File: src/pkg/spc_regs.svh
// Contract
// - four free-running 16-bit edge counters
// - each scan reports difference, stores new value
// - difference taken modulo counter width
// - several wraps within one scan go undetected
// - first accumulate only arms the channel
// - format select: zero count, one frequency
// - count resolution one, frequency count over interval
// - type, enable and format set per channel
// - pulse mode on switch channel enables pull-up
// - switch channel counts pulses to 1 kHz
// - switch channel pulse/closure, second channel AC
// - digital channels refuse the AC input type
// - period timer counts 70 ns ticks (the code counts 17-clock ticks, 68 ns at 250 MHz)
// - cycle counted on low-to-high threshold crossing
// - period input picks one of five channels
// - period timer detects cycles to 150 kHz
// - scan timebase within 3 ppm plus 10 us
`ifndef SPC_REGS_SVH
`define SPC_REGS_SVH

// ****************************************
// register byte offsets
// ****************************************
`define SPC_CTRL 8'h00
`define SPC_CHCFG 8'h04
`define SPC_SCAN_MS 8'h08
`define SPC_STATUS 8'h0c
`define SPC_PER_CTRL 8'h10
`define SPC_PER_RES 8'h14
`define SPC_RES_BASE 8'h20

// ****************************************
// fields and reset values
// ****************************************
`define SPC_CFG_EN 0
`define SPC_CFG_FMT 1
`define SPC_CFG_TYPE 2
`define SPC_CFG_W 3
`define SPC_CFG_WMASK 12'h6ff
`define SPC_PER_START 3
`define SPC_PER_N_LSB 16
`define SPC_SE_NUM 3'h5
`define SPC_SCAN_MS_RST 16'h03e8
`define SPC_CNT_W 16
`define SPC_FREQ_SCALE 32'h000003e8
`define SPC_DIV_STEPS 5'h1f

// ****************************************
// timing
// ****************************************
`define SPC_CLK_MHZ 250
`define SPC_TICK_NS 70
`define SPC_TICK_CYC ((`SPC_TICK_NS * `SPC_CLK_MHZ) / 1000)
`define SPC_MS_NS 1000000
`define SPC_MS_CYC ((`SPC_MS_NS / 1000) * `SPC_CLK_MHZ)

`endif

File: src/pkg/spc_pkg.sv
package spc_pkg;
    typedef enum logic [1:0] {
        ACC_IDLE,
        ACC_DIV,
        ACC_WR
    } spc_acc_t;
endpackage

File: src/spc_res_mem.sv
`timescale 1ns/1ps
`default_nettype none
module spc_res_mem #(
    parameter int W = 32,
    parameter int D = 4
) (
    input wire logic clk,
    input wire logic reset_n,
    input wire logic ce,
    input wire logic we,
    input wire logic [$clog2(D)-1:0] waddr,
    input wire logic [W-1:0] wdata,
    input wire logic [$clog2(D)-1:0] raddr,
    output logic [W-1:0] rdata
);
    if (D < 2 || W < 1) begin : g_chk
        $error("spc_res_mem: unsupported size");
    end

    logic [W-1:0] mem [D];

    // write-before-read is not offered: a same-address read returns the old word
    always_ff @(posedge clk) begin
        if (ce && we) begin
            mem[waddr] <= wdata;
        end
    end

    always_ff @(posedge clk) begin
        if (!reset_n) begin
            rdata <= '0;
        end else if (ce) begin
            rdata <= mem[raddr];
        end
    end
endmodule
`default_nettype wire

File: src/spc_top.sv
// The AHB-Lite slave port and the register addresses are this design's own decisions.
`timescale 1ns/1ps
`default_nettype none
`include "spc_regs.svh"
module spc_top #(
    parameter int MS_CYCLES = `SPC_MS_CYC,
    parameter int CNT_W = `SPC_CNT_W
) (
    input wire logic clk,
    input wire logic reset_n,
    input wire logic ce,
    input wire logic hsel,
    input wire logic [31:0] haddr,
    input wire logic [1:0] htrans,
    input wire logic hwrite,
    input wire logic [2:0] hsize,
    input wire logic [31:0] hwdata,
    input wire logic hready,
    output logic hreadyout,
    output logic hresp,
    output logic [31:0] hrdata,
    input wire logic switch_pulse_input,
    input wire logic low_level_ac_input,
    input wire logic digital_io_one,
    input wire logic digital_io_two,
    input wire logic [4:0] se_below_low,
    input wire logic [4:0] se_above_high,
    output logic pull_up_enable,
    output logic low_level_ac_enable
);
    // ****************************************
    // parameters and state
    // ****************************************
    if (MS_CYCLES < 2 || CNT_W < 2 || CNT_W > 16) begin : g_chk
        $error("spc_top: unsupported parameter value");
    end

    localparam int MSW = $clog2(MS_CYCLES);
    localparam int NA = 14;
    localparam logic [4:0] TICK_LAST = 5'(`SPC_TICK_CYC - 1);

    typedef struct packed {
        logic [NA-1:0] s1;
        logic [NA-1:0] s2;
        logic [NA-1:0] s3;
        logic [3:0][CNT_W-1:0] cnt;
        logic [3:0][CNT_W-1:0] prev;
        logic [3:0][CNT_W-1:0] diff;
        logic [3:0] armed;
        logic [3:0] pend;
        logic [3:0] valid;
        logic [11:0] cfg;
        logic run;
        logic [15:0] scan_ms;
        logic [MSW-1:0] ms_cnt;
        logic [15:0] scan_cnt;
        spc_pkg::spc_acc_t st;
        logic [1:0] ch;
        logic [31:0] quot;
        logic [15:0] rem;
        logic [4:0] bitc;
        logic mem_we;
        logic [1:0] mem_waddr;
        logic [31:0] mem_wdata;
        logic per_busy;
        logic per_done;
        logic per_started;
        logic per_arm;
        logic [2:0] per_sel;
        logic [15:0] per_n;
        logic [15:0] per_edges;
        logic [4:0] per_pre;
        logic [31:0] per_ticks;
        logic [31:0] per_res;
        logic a_write;
        logic a_mem;
        logic [7:0] a_addr;
        logic [31:0] rdata;
    } spc_state_t;

    spc_state_t r;
    spc_state_t n;
    logic [NA-1:0] async_in;
    logic [NA-1:0] rise;
    logic [NA-1:0] fall;
    logic scan_tick;
    logic per_lo;
    logic per_hi;
    logic per_cyc;
    logic [1:0] sel_ch;
    logic [16:0] rsh;
    logic [31:0] mem_rdata;

    function automatic logic cfg_bit(input logic [11:0] cfg, input int ch, input int pos);
        return cfg[ch * `SPC_CFG_W + pos];
    endfunction

    // pins: [3:0] pulse channels, [8:4] below-low, [13:9] above-high
    assign async_in = {se_above_high, se_below_low, digital_io_two, digital_io_one,
                       low_level_ac_input, switch_pulse_input};

    // ****************************************
    // next-state logic
    // ****************************************
    always_comb begin
        n = r;
        n.mem_we = 1'b0;
        n.a_write = 1'b0;
        scan_tick = 1'b0;
        sel_ch = 2'h0;
        rsh = '0;
        // stage one feeds stage two only
        n.s1 = async_in;
        n.s2 = r.s1;
        n.s3 = r.s2;
        rise = r.s2 & ~r.s3;
        fall = ~r.s2 & r.s3;

        // counters run whether or not the channel is enabled; no rate limit beyond clk/2
        for (int i = 0; i < 4; i++) begin
            if ((i == 0 && cfg_bit(r.cfg, 0, `SPC_CFG_TYPE)) ? fall[0] : rise[i]) begin
                n.cnt[i] = r.cnt[i] + CNT_W'(1);
            end
        end

        // scan timebase is an exact cycle count, so its error is the clock's own
        if (r.run) begin
            if (r.ms_cnt == MSW'(MS_CYCLES - 1)) begin
                n.ms_cnt = '0;
                if (r.scan_cnt == r.scan_ms - 16'h1) begin
                    n.scan_cnt = '0;
                    scan_tick = 1'b1;
                end else begin
                    n.scan_cnt = r.scan_cnt + 16'h1;
                end
            end else begin
                n.ms_cnt = r.ms_cnt + MSW'(1);
            end
        end else begin
            n.ms_cnt = '0;
            n.scan_cnt = '0;
        end

        // result engine; clears pend before the scan below may set it again
        case (r.st)
            spc_pkg::ACC_IDLE: begin
                for (int i = 3; i >= 0; i--) begin
                    if (r.pend[i]) begin
                        sel_ch = 2'(i);
                    end
                end
                if (r.pend != 4'h0) begin
                    n.ch = sel_ch;
                    n.pend[sel_ch] = 1'b0;
                    n.rem = '0;
                    n.bitc = `SPC_DIV_STEPS;
                    if (cfg_bit(r.cfg, 32'(sel_ch), `SPC_CFG_FMT)) begin
                        n.quot = 32'(r.diff[sel_ch]) * `SPC_FREQ_SCALE;
                        n.st = spc_pkg::ACC_DIV;
                    end else begin
                        n.quot = 32'(r.diff[sel_ch]);
                        n.st = spc_pkg::ACC_WR;
                    end
                end
            end
            spc_pkg::ACC_DIV: begin
                // restoring division by the interval in ms; hertz, truncated
                rsh = {r.rem, r.quot[31]};
                if (rsh >= {1'b0, r.scan_ms}) begin
                    n.rem = 16'(rsh - {1'b0, r.scan_ms});
                    n.quot = {r.quot[30:0], 1'b1};
                end else begin
                    n.rem = rsh[15:0];
                    n.quot = {r.quot[30:0], 1'b0};
                end
                if (r.bitc == 5'h00) begin
                    n.st = spc_pkg::ACC_WR;
                end else begin
                    n.bitc = r.bitc - 5'h01;
                end
            end
            spc_pkg::ACC_WR: begin
                n.mem_we = 1'b1;
                n.mem_waddr = r.ch;
                n.mem_wdata = r.quot;
                n.valid[r.ch] = 1'b1;
                n.st = spc_pkg::ACC_IDLE;
            end
            default: n.st = spc_pkg::ACC_IDLE;
        endcase

        // accumulate runs by itself every scan, so no scan is ever skipped
        if (scan_tick) begin
            for (int i = 0; i < 4; i++) begin
                if (cfg_bit(r.cfg, i, `SPC_CFG_EN)) begin
                    if (r.armed[i]) begin
                        // modulo subtraction hides one wrap but not two
                        n.diff[i] = r.cnt[i] - r.prev[i];
                        n.pend[i] = 1'b1;
                    end
                    // an edge in this cycle lands in n.cnt and is kept for next scan
                    n.prev[i] = r.cnt[i];
                    n.armed[i] = 1'b1;
                end
            end
        end

        // period timer
        per_lo = r.s2[4 + 32'(r.per_sel)];
        per_hi = r.s2[9 + 32'(r.per_sel)];
        per_cyc = r.per_busy && r.per_arm && per_hi;
        if (r.per_busy) begin
            if (per_lo) begin
                n.per_arm = 1'b1;
            end else if (per_cyc) begin
                n.per_arm = 1'b0;
            end
            if (r.per_started) begin
                // one tick per 17 clocks, the nearest whole cycle count below 70 ns
                if (r.per_pre == TICK_LAST) begin
                    n.per_pre = 5'h00;
                    n.per_ticks = r.per_ticks + 32'h1;
                end else begin
                    n.per_pre = r.per_pre + 5'h01;
                end
                if (per_cyc) begin
                    n.per_edges = r.per_edges + 16'h1;
                    if (r.per_edges + 16'h1 == r.per_n) begin
                        n.per_res = n.per_ticks; // a tick ending on this edge counts too
                        n.per_busy = 1'b0;
                        n.per_done = 1'b1;
                    end
                end
            end else if (per_cyc) begin
                n.per_started = 1'b1;
            end
        end

        // bus data phase: writes
        if (r.a_write) begin
            case (r.a_addr)
                `SPC_CTRL: n.run = hwdata[0];
                `SPC_CHCFG: n.cfg = hwdata[11:0] & `SPC_CFG_WMASK;
                `SPC_SCAN_MS: begin
                    if (hwdata[15:0] != 16'h0) begin
                        n.scan_ms = hwdata[15:0];
                    end
                end
                `SPC_PER_CTRL: begin
                    n.per_sel = hwdata[2:0];
                    n.per_n = hwdata[31:`SPC_PER_N_LSB];
                    if (hwdata[`SPC_PER_START] && hwdata[2:0] < `SPC_SE_NUM
                        && hwdata[31:`SPC_PER_N_LSB] != 16'h0) begin
                        n.per_busy = 1'b1;
                        n.per_done = n.per_done && r.per_busy;
                        n.per_started = 1'b0;
                        n.per_arm = 1'b0;
                        n.per_edges = '0;
                        n.per_pre = '0;
                        n.per_ticks = '0;
                    end
                end
                default: begin
                end
            endcase
        end

        // bus address phase: reads see the write that is finishing now
        if (hsel && htrans[1] && hready) begin
            n.a_write = hwrite;
            n.a_addr = haddr[7:0];
            n.a_mem = haddr[7:4] == 4'(`SPC_RES_BASE >> 4) && n.valid[haddr[3:2]];
            n.rdata = '0;
            case (haddr[7:0])
                `SPC_CTRL: n.rdata = {31'h0, n.run};
                `SPC_CHCFG: n.rdata = {20'h0, n.cfg};
                `SPC_SCAN_MS: n.rdata = {16'h0, n.scan_ms};
                `SPC_STATUS: n.rdata = {22'h0, n.per_done, n.per_busy, n.armed, n.valid};
                `SPC_PER_CTRL: n.rdata = {n.per_n, 13'h0, n.per_sel};
                `SPC_PER_RES: n.rdata = n.per_res;
                default: n.rdata = '0;
            endcase
        end
    end

    // ****************************************
    // state register
    // ****************************************
    always_ff @(posedge clk) begin
        if (!reset_n) begin
            r <= '0;
            r.scan_ms <= `SPC_SCAN_MS_RST;
            r.s1 <= '1; // idle pin level, so release makes no false edge
            r.s2 <= '1;
            r.s3 <= '1;
        end else if (ce) begin
            r <= n;
        end
    end

    spc_res_mem #(
        .W(32),
        .D(4)
    ) u_mem (
        .clk(clk),
        .reset_n(reset_n),
        .ce(ce),
        .we(r.mem_we),
        .waddr(r.mem_waddr),
        .wdata(r.mem_wdata),
        .raddr(haddr[3:2]),
        .rdata(mem_rdata)
    );

    assign hreadyout = 1'b1;
    assign hresp = 1'b0;
    assign hrdata = r.a_mem ? mem_rdata : r.rdata;
    assign pull_up_enable = r.cfg[`SPC_CFG_EN] & ~r.cfg[`SPC_CFG_TYPE];
    assign low_level_ac_enable = cfg_bit(r.cfg, 1, `SPC_CFG_EN) & cfg_bit(r.cfg, 1, `SPC_CFG_TYPE);

    // ****************************************
    // checks
    // ****************************************
    a_cnt_step: assert property (@(posedge clk) disable iff (!reset_n)
        1'b1 |=> (r.cnt[1] == $past(r.cnt[1]) || r.cnt[1] == $past(r.cnt[1]) + CNT_W'(1)))
        else $error("counter moved by more than one");
    a_snap_atomic: assert property (@(posedge clk) disable iff (!reset_n)
        ce && scan_tick && r.cfg[`SPC_CFG_EN] |=> r.prev[0] == $past(r.cnt[0]))
        else $error("snapshot not taken at scan");
    a_first_arms: assert property (@(posedge clk) disable iff (!reset_n)
        ce && scan_tick && r.cfg[`SPC_CFG_EN] && !r.armed[0] |=> r.armed[0] && !r.pend[0])
        else $error("first accumulate produced a result");
    a_mod_diff: assert property (@(posedge clk) disable iff (!reset_n)
        ce && scan_tick && r.cfg[`SPC_CFG_EN] && r.armed[0]
        |=> r.diff[0] == CNT_W'($past(r.cnt[0]) - $past(r.prev[0])))
        else $error("scan difference wrong");
    a_reset_clear: assert property (@(posedge clk)
        !reset_n |=> r.cnt == '0 && r.prev == '0 && r.armed == 4'h0)
        else $error("reset left state behind");
    a_pullup_mode: assert property (@(posedge clk) disable iff (!reset_n)
        $rose(r.cfg[`SPC_CFG_EN]) && !r.cfg[`SPC_CFG_TYPE] |-> pull_up_enable)
        else $error("pull-up not enabled");
    a_ac_reject: assert property (@(posedge clk) disable iff (!reset_n)
        r.cfg[8] == 1'b0 && r.cfg[11] == 1'b0)
        else $error("AC type accepted on digital channel");
    a_fmt_count: assert property (@(posedge clk) disable iff (!reset_n)
        r.st == spc_pkg::ACC_WR && !cfg_bit(r.cfg, 32'(r.ch), `SPC_CFG_FMT)
        |-> r.quot == 32'(r.diff[r.ch]))
        else $error("count result differs from difference");
    a_freq_value: assert property (@(posedge clk) disable iff (!reset_n)
        r.st == spc_pkg::ACC_WR && cfg_bit(r.cfg, 32'(r.ch), `SPC_CFG_FMT)
        |-> r.quot == (32'(r.diff[r.ch]) * `SPC_FREQ_SCALE) / 32'(r.scan_ms))
        else $error("frequency result wrong");
    a_per_done: assert property (@(posedge clk) disable iff (!reset_n)
        $fell(r.per_busy) && !$past(r.a_write)
        |-> r.per_done && r.per_res == $past(r.per_ticks) + 32'($past(r.per_pre) == TICK_LAST))
        else $error("period result not latched");
    a_scan_period: assert property (@(posedge clk) disable iff (!reset_n)
        scan_tick |-> r.run && r.scan_cnt == r.scan_ms - 16'h1)
        else $error("scan tick off schedule");
endmodule
`default_nettype wire

File: config.mk
export PLATFORM = sky130hd
export DESIGN_NAME = spc_top
export DESIGN_NICKNAME = d
export VERILOG_FILES = /design/src/pkg/spc_pkg.sv /design/src/spc_res_mem.sv /design/src/spc_top.sv
export VERILOG_INCLUDE_DIRS = /design/src /design/src/pkg
export SDC_FILE = /design/constraint.sdc
export NUM_CORES = 2
export LEC_CHECK = 0
export BUFFER_PORTS_ARGS = -buffer_cell sky130_fd_sc_hd__buf_2
export CORE_UTILIZATION = 68
export DETAILED_ROUTE_END_ITERATION = 6
export PLACE_DENSITY = 0.93
export SLEW_MARGIN = 20
export SYNTH_ARGS = -nofsm -noshare
export SYNTH_HDL_FRONTEND = slang
export SYNTH_SLANG_ARGS = --single-unit
export TNS_END_PERCENT = 100
File: constraint.sdc
create_clock -name clk -period 10.12 [get_ports clk]
set_input_delay 1.012 -clock clk [delete_from_list [all_inputs] [get_ports clk]]
set_output_delay 1.012 -clock clk [all_outputs]
set_load 0.03 [all_outputs]
==> results by group <==
Synthesis
  • Total number of yosys warnings: 0
  • Fraction of registers with async set/reset: 0
  • Top cell type's share of synthesized area: 0.3084
  • Post-synth EDFFs: about 130
  • Mapped cell area: 37190 um^2
  • Post-synthesis register bit count: approximately 700
  • Area contributors post-synth: dfxtp_1, edfxtp_1, mux2i_1
  • Seq/Total Area, Yosys: 0.4117
  • Syn avg cell area: just over 9 um^2
  • Top FF cell, synth: dfxtp_1
  • Most area-hungry cell type in the Yosys netlist: dfxtp_1
  • Post-Synthesis Cells: between 4000 and 5000
  • Library cells used by synthesis: 93
  • Synth Net Count: ~4300

Die
  • Core Area: 53920 um^2
  • Starting density of the core: 0.6898
  • Boundary Pins: 125
  • Die height: around 240 um
  • Row cnt: 85
  • Die width: 235.9 um
  • Full die area: between 50000 and 60000 um^2

Run status
  • Status: finished with violations
  • Failing checks: design-rule violations

Worst setup path
  • RR Startpoint: r[312]$_SDFFE_PN0P_
  • Critical Path RT: about 11 ns
  • CP max FO: 16
  • End of the critical path: r[230]$_SDFFE_PN0P_
  • R2R Setup Slk: ~3.6 ns
  • Crit. End Element: flop
  • Critical Path Start Type: flop
  • R2r endpoint: r[230]$_SDFFE_PN0P_
  • R2R cell count: 19
  • Worst setup path start: r[312]$_SDFFE_PN0P_
  • Crit path kind: flop to flop
  • CP Data Arrival Time: about 7.0 ns

Placement
  • Placed Cells: roughly 4600
  • Number of port buffers: between 90 and 100
  • Gpl congestion: 0.9243
  • Post-DP HPWL: 63880 um

Power
  • Switch share: 0.2237
  • Sequential power share: 0.502
  • Power Density: between 100 and 150 nW/um^2
  • P_int: between 4 and 5 mW
  • Switch Pwr: approximately 1.3 mW
  • Overall power: approximately 5.7 mW
  • Combinational share of power: 0.028
  • Peak supply drop: between 0.1 and 0.15 mV
  • Clock power frac: 0.470
  • Pleak: between 15 and 20 nW

Timing
  • Final Hold Violating Endpoints: 0
  • Setup TNS Final: 0 ns
  • Min cycle time layout: 6.567 ns
  • Period utilization: 0.6490
  • Fmax: about 0.15 GHz
  • Worst-Margin Slew: between 1 and 1.5 ns
  • Slew HR: 0.2010
  • Hold_ws: roughly 0.45 ns
  • Finish-stage setup viols: 0
  • Pins Over Slew Limit: 0
  • Unrepaired setup endpoints after global routing: no
  • Clock skew: roughly 0.043 ns

Final layout
  • Commonest non-fill, non-tap cell in the layout: dfxtp_1
  • Layout area overhead: 8.322%
  • Antenna Cells: 0
  • Layout cells sized above 1: 0.09367
  • Final #Nets: roughly 4300
  • Non-Filler Instances: about 4700
  • Layout Utilization: 0.7472
  • Most frequent cells in the layout: dfxtp_1, nor2_1, nand2_1

Global routing
  • GRT overflow: 0
  • Largest net degree at the start of global routing: approximately 190
  • Initial antenna violation count: 2
  • Vias in the first global route: ~31000
  • First-pass GRT wire length: between 150000 and 200000 um
  • Global Route Usage Sum: 0.3713

CTS
  • H-tree depth: 3
  • Worst skew pair latency: roughly 0.63 ns
  • Total clock sinks: 701
  • Max Root-Sink Buffers: 3
  • CTS Root Buffer Type: clkbuf_16
  • Post-CTS Setup Bufs: 0
  • Reg clk slew, reported paths: about 0.070 ns
  • # resized after CTS: 0
  • Hold-fix buffers, CTS: 0
  • CTS tree: done
  • CTS Buf Count: slightly above 70

Routing
  • Via count: 31990
  • Vias per inst: approximately 6.7
  • DR pass1 iterations: 7
  • DRT antenna net count: 0
  • DRC Markers: 12
  • DR WL/cell: 22.08 um
  • WL final: 104700 um
  • Detailed Route Iter0 Violations: around 4300

Min path
  • Worst hold path type: flop to flop

Job
  • Max Cap Viol: 0
-- layer usage --
layer  wire length, um  GRT usage  vias to the layer above
met3             11600    0.08648                      623
met4              7377     0.2347                        4
met2             47960     0.5986                     2331
li1                  -          -                    14040
met5                29          0                        -
met1             37720     0.4488                    14990
-- worst max-delay path: stages (launching register included) --
cell,delay (ns)
dfxtp_1,0.36
nor2b_1,0.16
o21bai_2,0.32
buf_4,0.38
mux4_2,0.69
xor2_1,0.22
ha_1,0.31
inv_1,0.06
fa_1,0.53
fa_1,0.45
fa_1,0.52
inv_1,0.04
ha_1,0.35
o21ai_0,0.32
a21boi_0,0.30
and4_1,0.31
a211o_1,0.27
a2111oi_0,0.51
o21ai_0,0.17
nor3b_1,0.16
-- synth_stat cells (all sizes together), types with 9 or more instances --
| cell type | number |
|---|---|
| nor2b | 28 |
| fa | 53 |
| nand4 | 42 |
| nor4 | 25 |
| xor2 | 104 |
| o21ai | 175 |
| nand3 | 153 |
| ha | 141 |
| mux2 | 44 |
| nand2 | 376 |
| a31oi | 20 |
| o22ai | 36 |
| mux4 | 53 |
| inv | 194 |
| o31ai | 10 |
| and2 | 34 |
| buf | 58 |
| mux2i | 275 |
| a21oi | 261 |
| nor3b | 10 |
| and4 | 22 |
| edfxtp | 128 |
| o21a | 41 |
| a41oi | 9 |
| nor3 | 75 |
| o211ai | 14 |
| and3 | 42 |
| xnor2 | 137 |
| clkbuf | 162 |
| nor2 | 468 |
| or3 | 26 |
| o41ai | 10 |
| a21o | 27 |
| a22oi | 30 |
| a22o | 10 |
| nand2b | 16 |
| a211oi | 9 |
| dfxtp | 573 |
| nor4b | 11 |
-- metrics by stage --
step / setup WS (ns) / cell area [um^2]
after global routing: 3.126 / 40290
after floorplan: 4.190 / 37190
after detailed placement: 3.723 / 37940
after global placement: 3.877 / 37940
final: 3.553 / 40290
after CTS: 3.620 / 40270
-- final cells by class --
cell class,count,area (um^2)
clock buffers,104,2103
clock inverters,25,226.5
fillers,3168,13630
inverters,194,735.7
multi-input cells,2890,20250
flip-flops and latches,701,15310
well taps,696,870.8
repair buffers,132,784.5
-- kinds of logic after synthesis --
kind of cell	synth area share
AND/OR/NAND/NOR	0.1718
AO/OA/AOI/OAI	0.1178
flip-flops	0.4117
buffers and inverters	0.04568
multiplexers	0.1194
XOR/XNOR	0.05739
adder cells (fa/ha/maj)	0.07596
other	0.0002019
-- sequential cells by signal, summed over array words and instances (netlist names) --
name / count
n: 28
r: 513
u_mem.mem: 128
u_mem.rdata: 32
-- worst min path at each step --
stage / start / end / slack (ns) / cells past startpoint
6_report: r[32]$_SDFFE_PN0P_ / r[32]$_SDFFE_PN0P_ / 0.45 / 2
5_1_grt: r[38]$_SDFFE_PN0P_ / r[38]$_SDFFE_PN0P_ / 0.48 / 2
4_1_cts: r[32]$_SDFFE_PN0P_ / r[32]$_SDFFE_PN0P_ / 0.46 / 2
3_5_place_dp: r[33]$_SDFFE_PN0P_ / r[33]$_SDFFE_PN0P_ / 0.45 / 2
3_3_place_gp: r[205]$_SDFFE_PN0P_ / r[205]$_SDFFE_PN0P_ / 0.44 / 2
2_1_floorplan: r[205]$_SDFFE_PN0P_ / r[205]$_SDFFE_PN0P_ / 0.43 / 2
-- power groups by stage --
stage	logic, mW	registers, mW	clock network [mW]
2_1_floorplan	0.102	2.91	0
3_3_place_gp	0.146	2.91	0
3_5_place_dp	0.150	2.91	0
5_1_grt	0.167	2.85	2.77
6_report	0.160	2.85	2.67
4_1_cts	0.154	2.85	2.66
No activity file was read; power rests on OpenSTA's default activity.
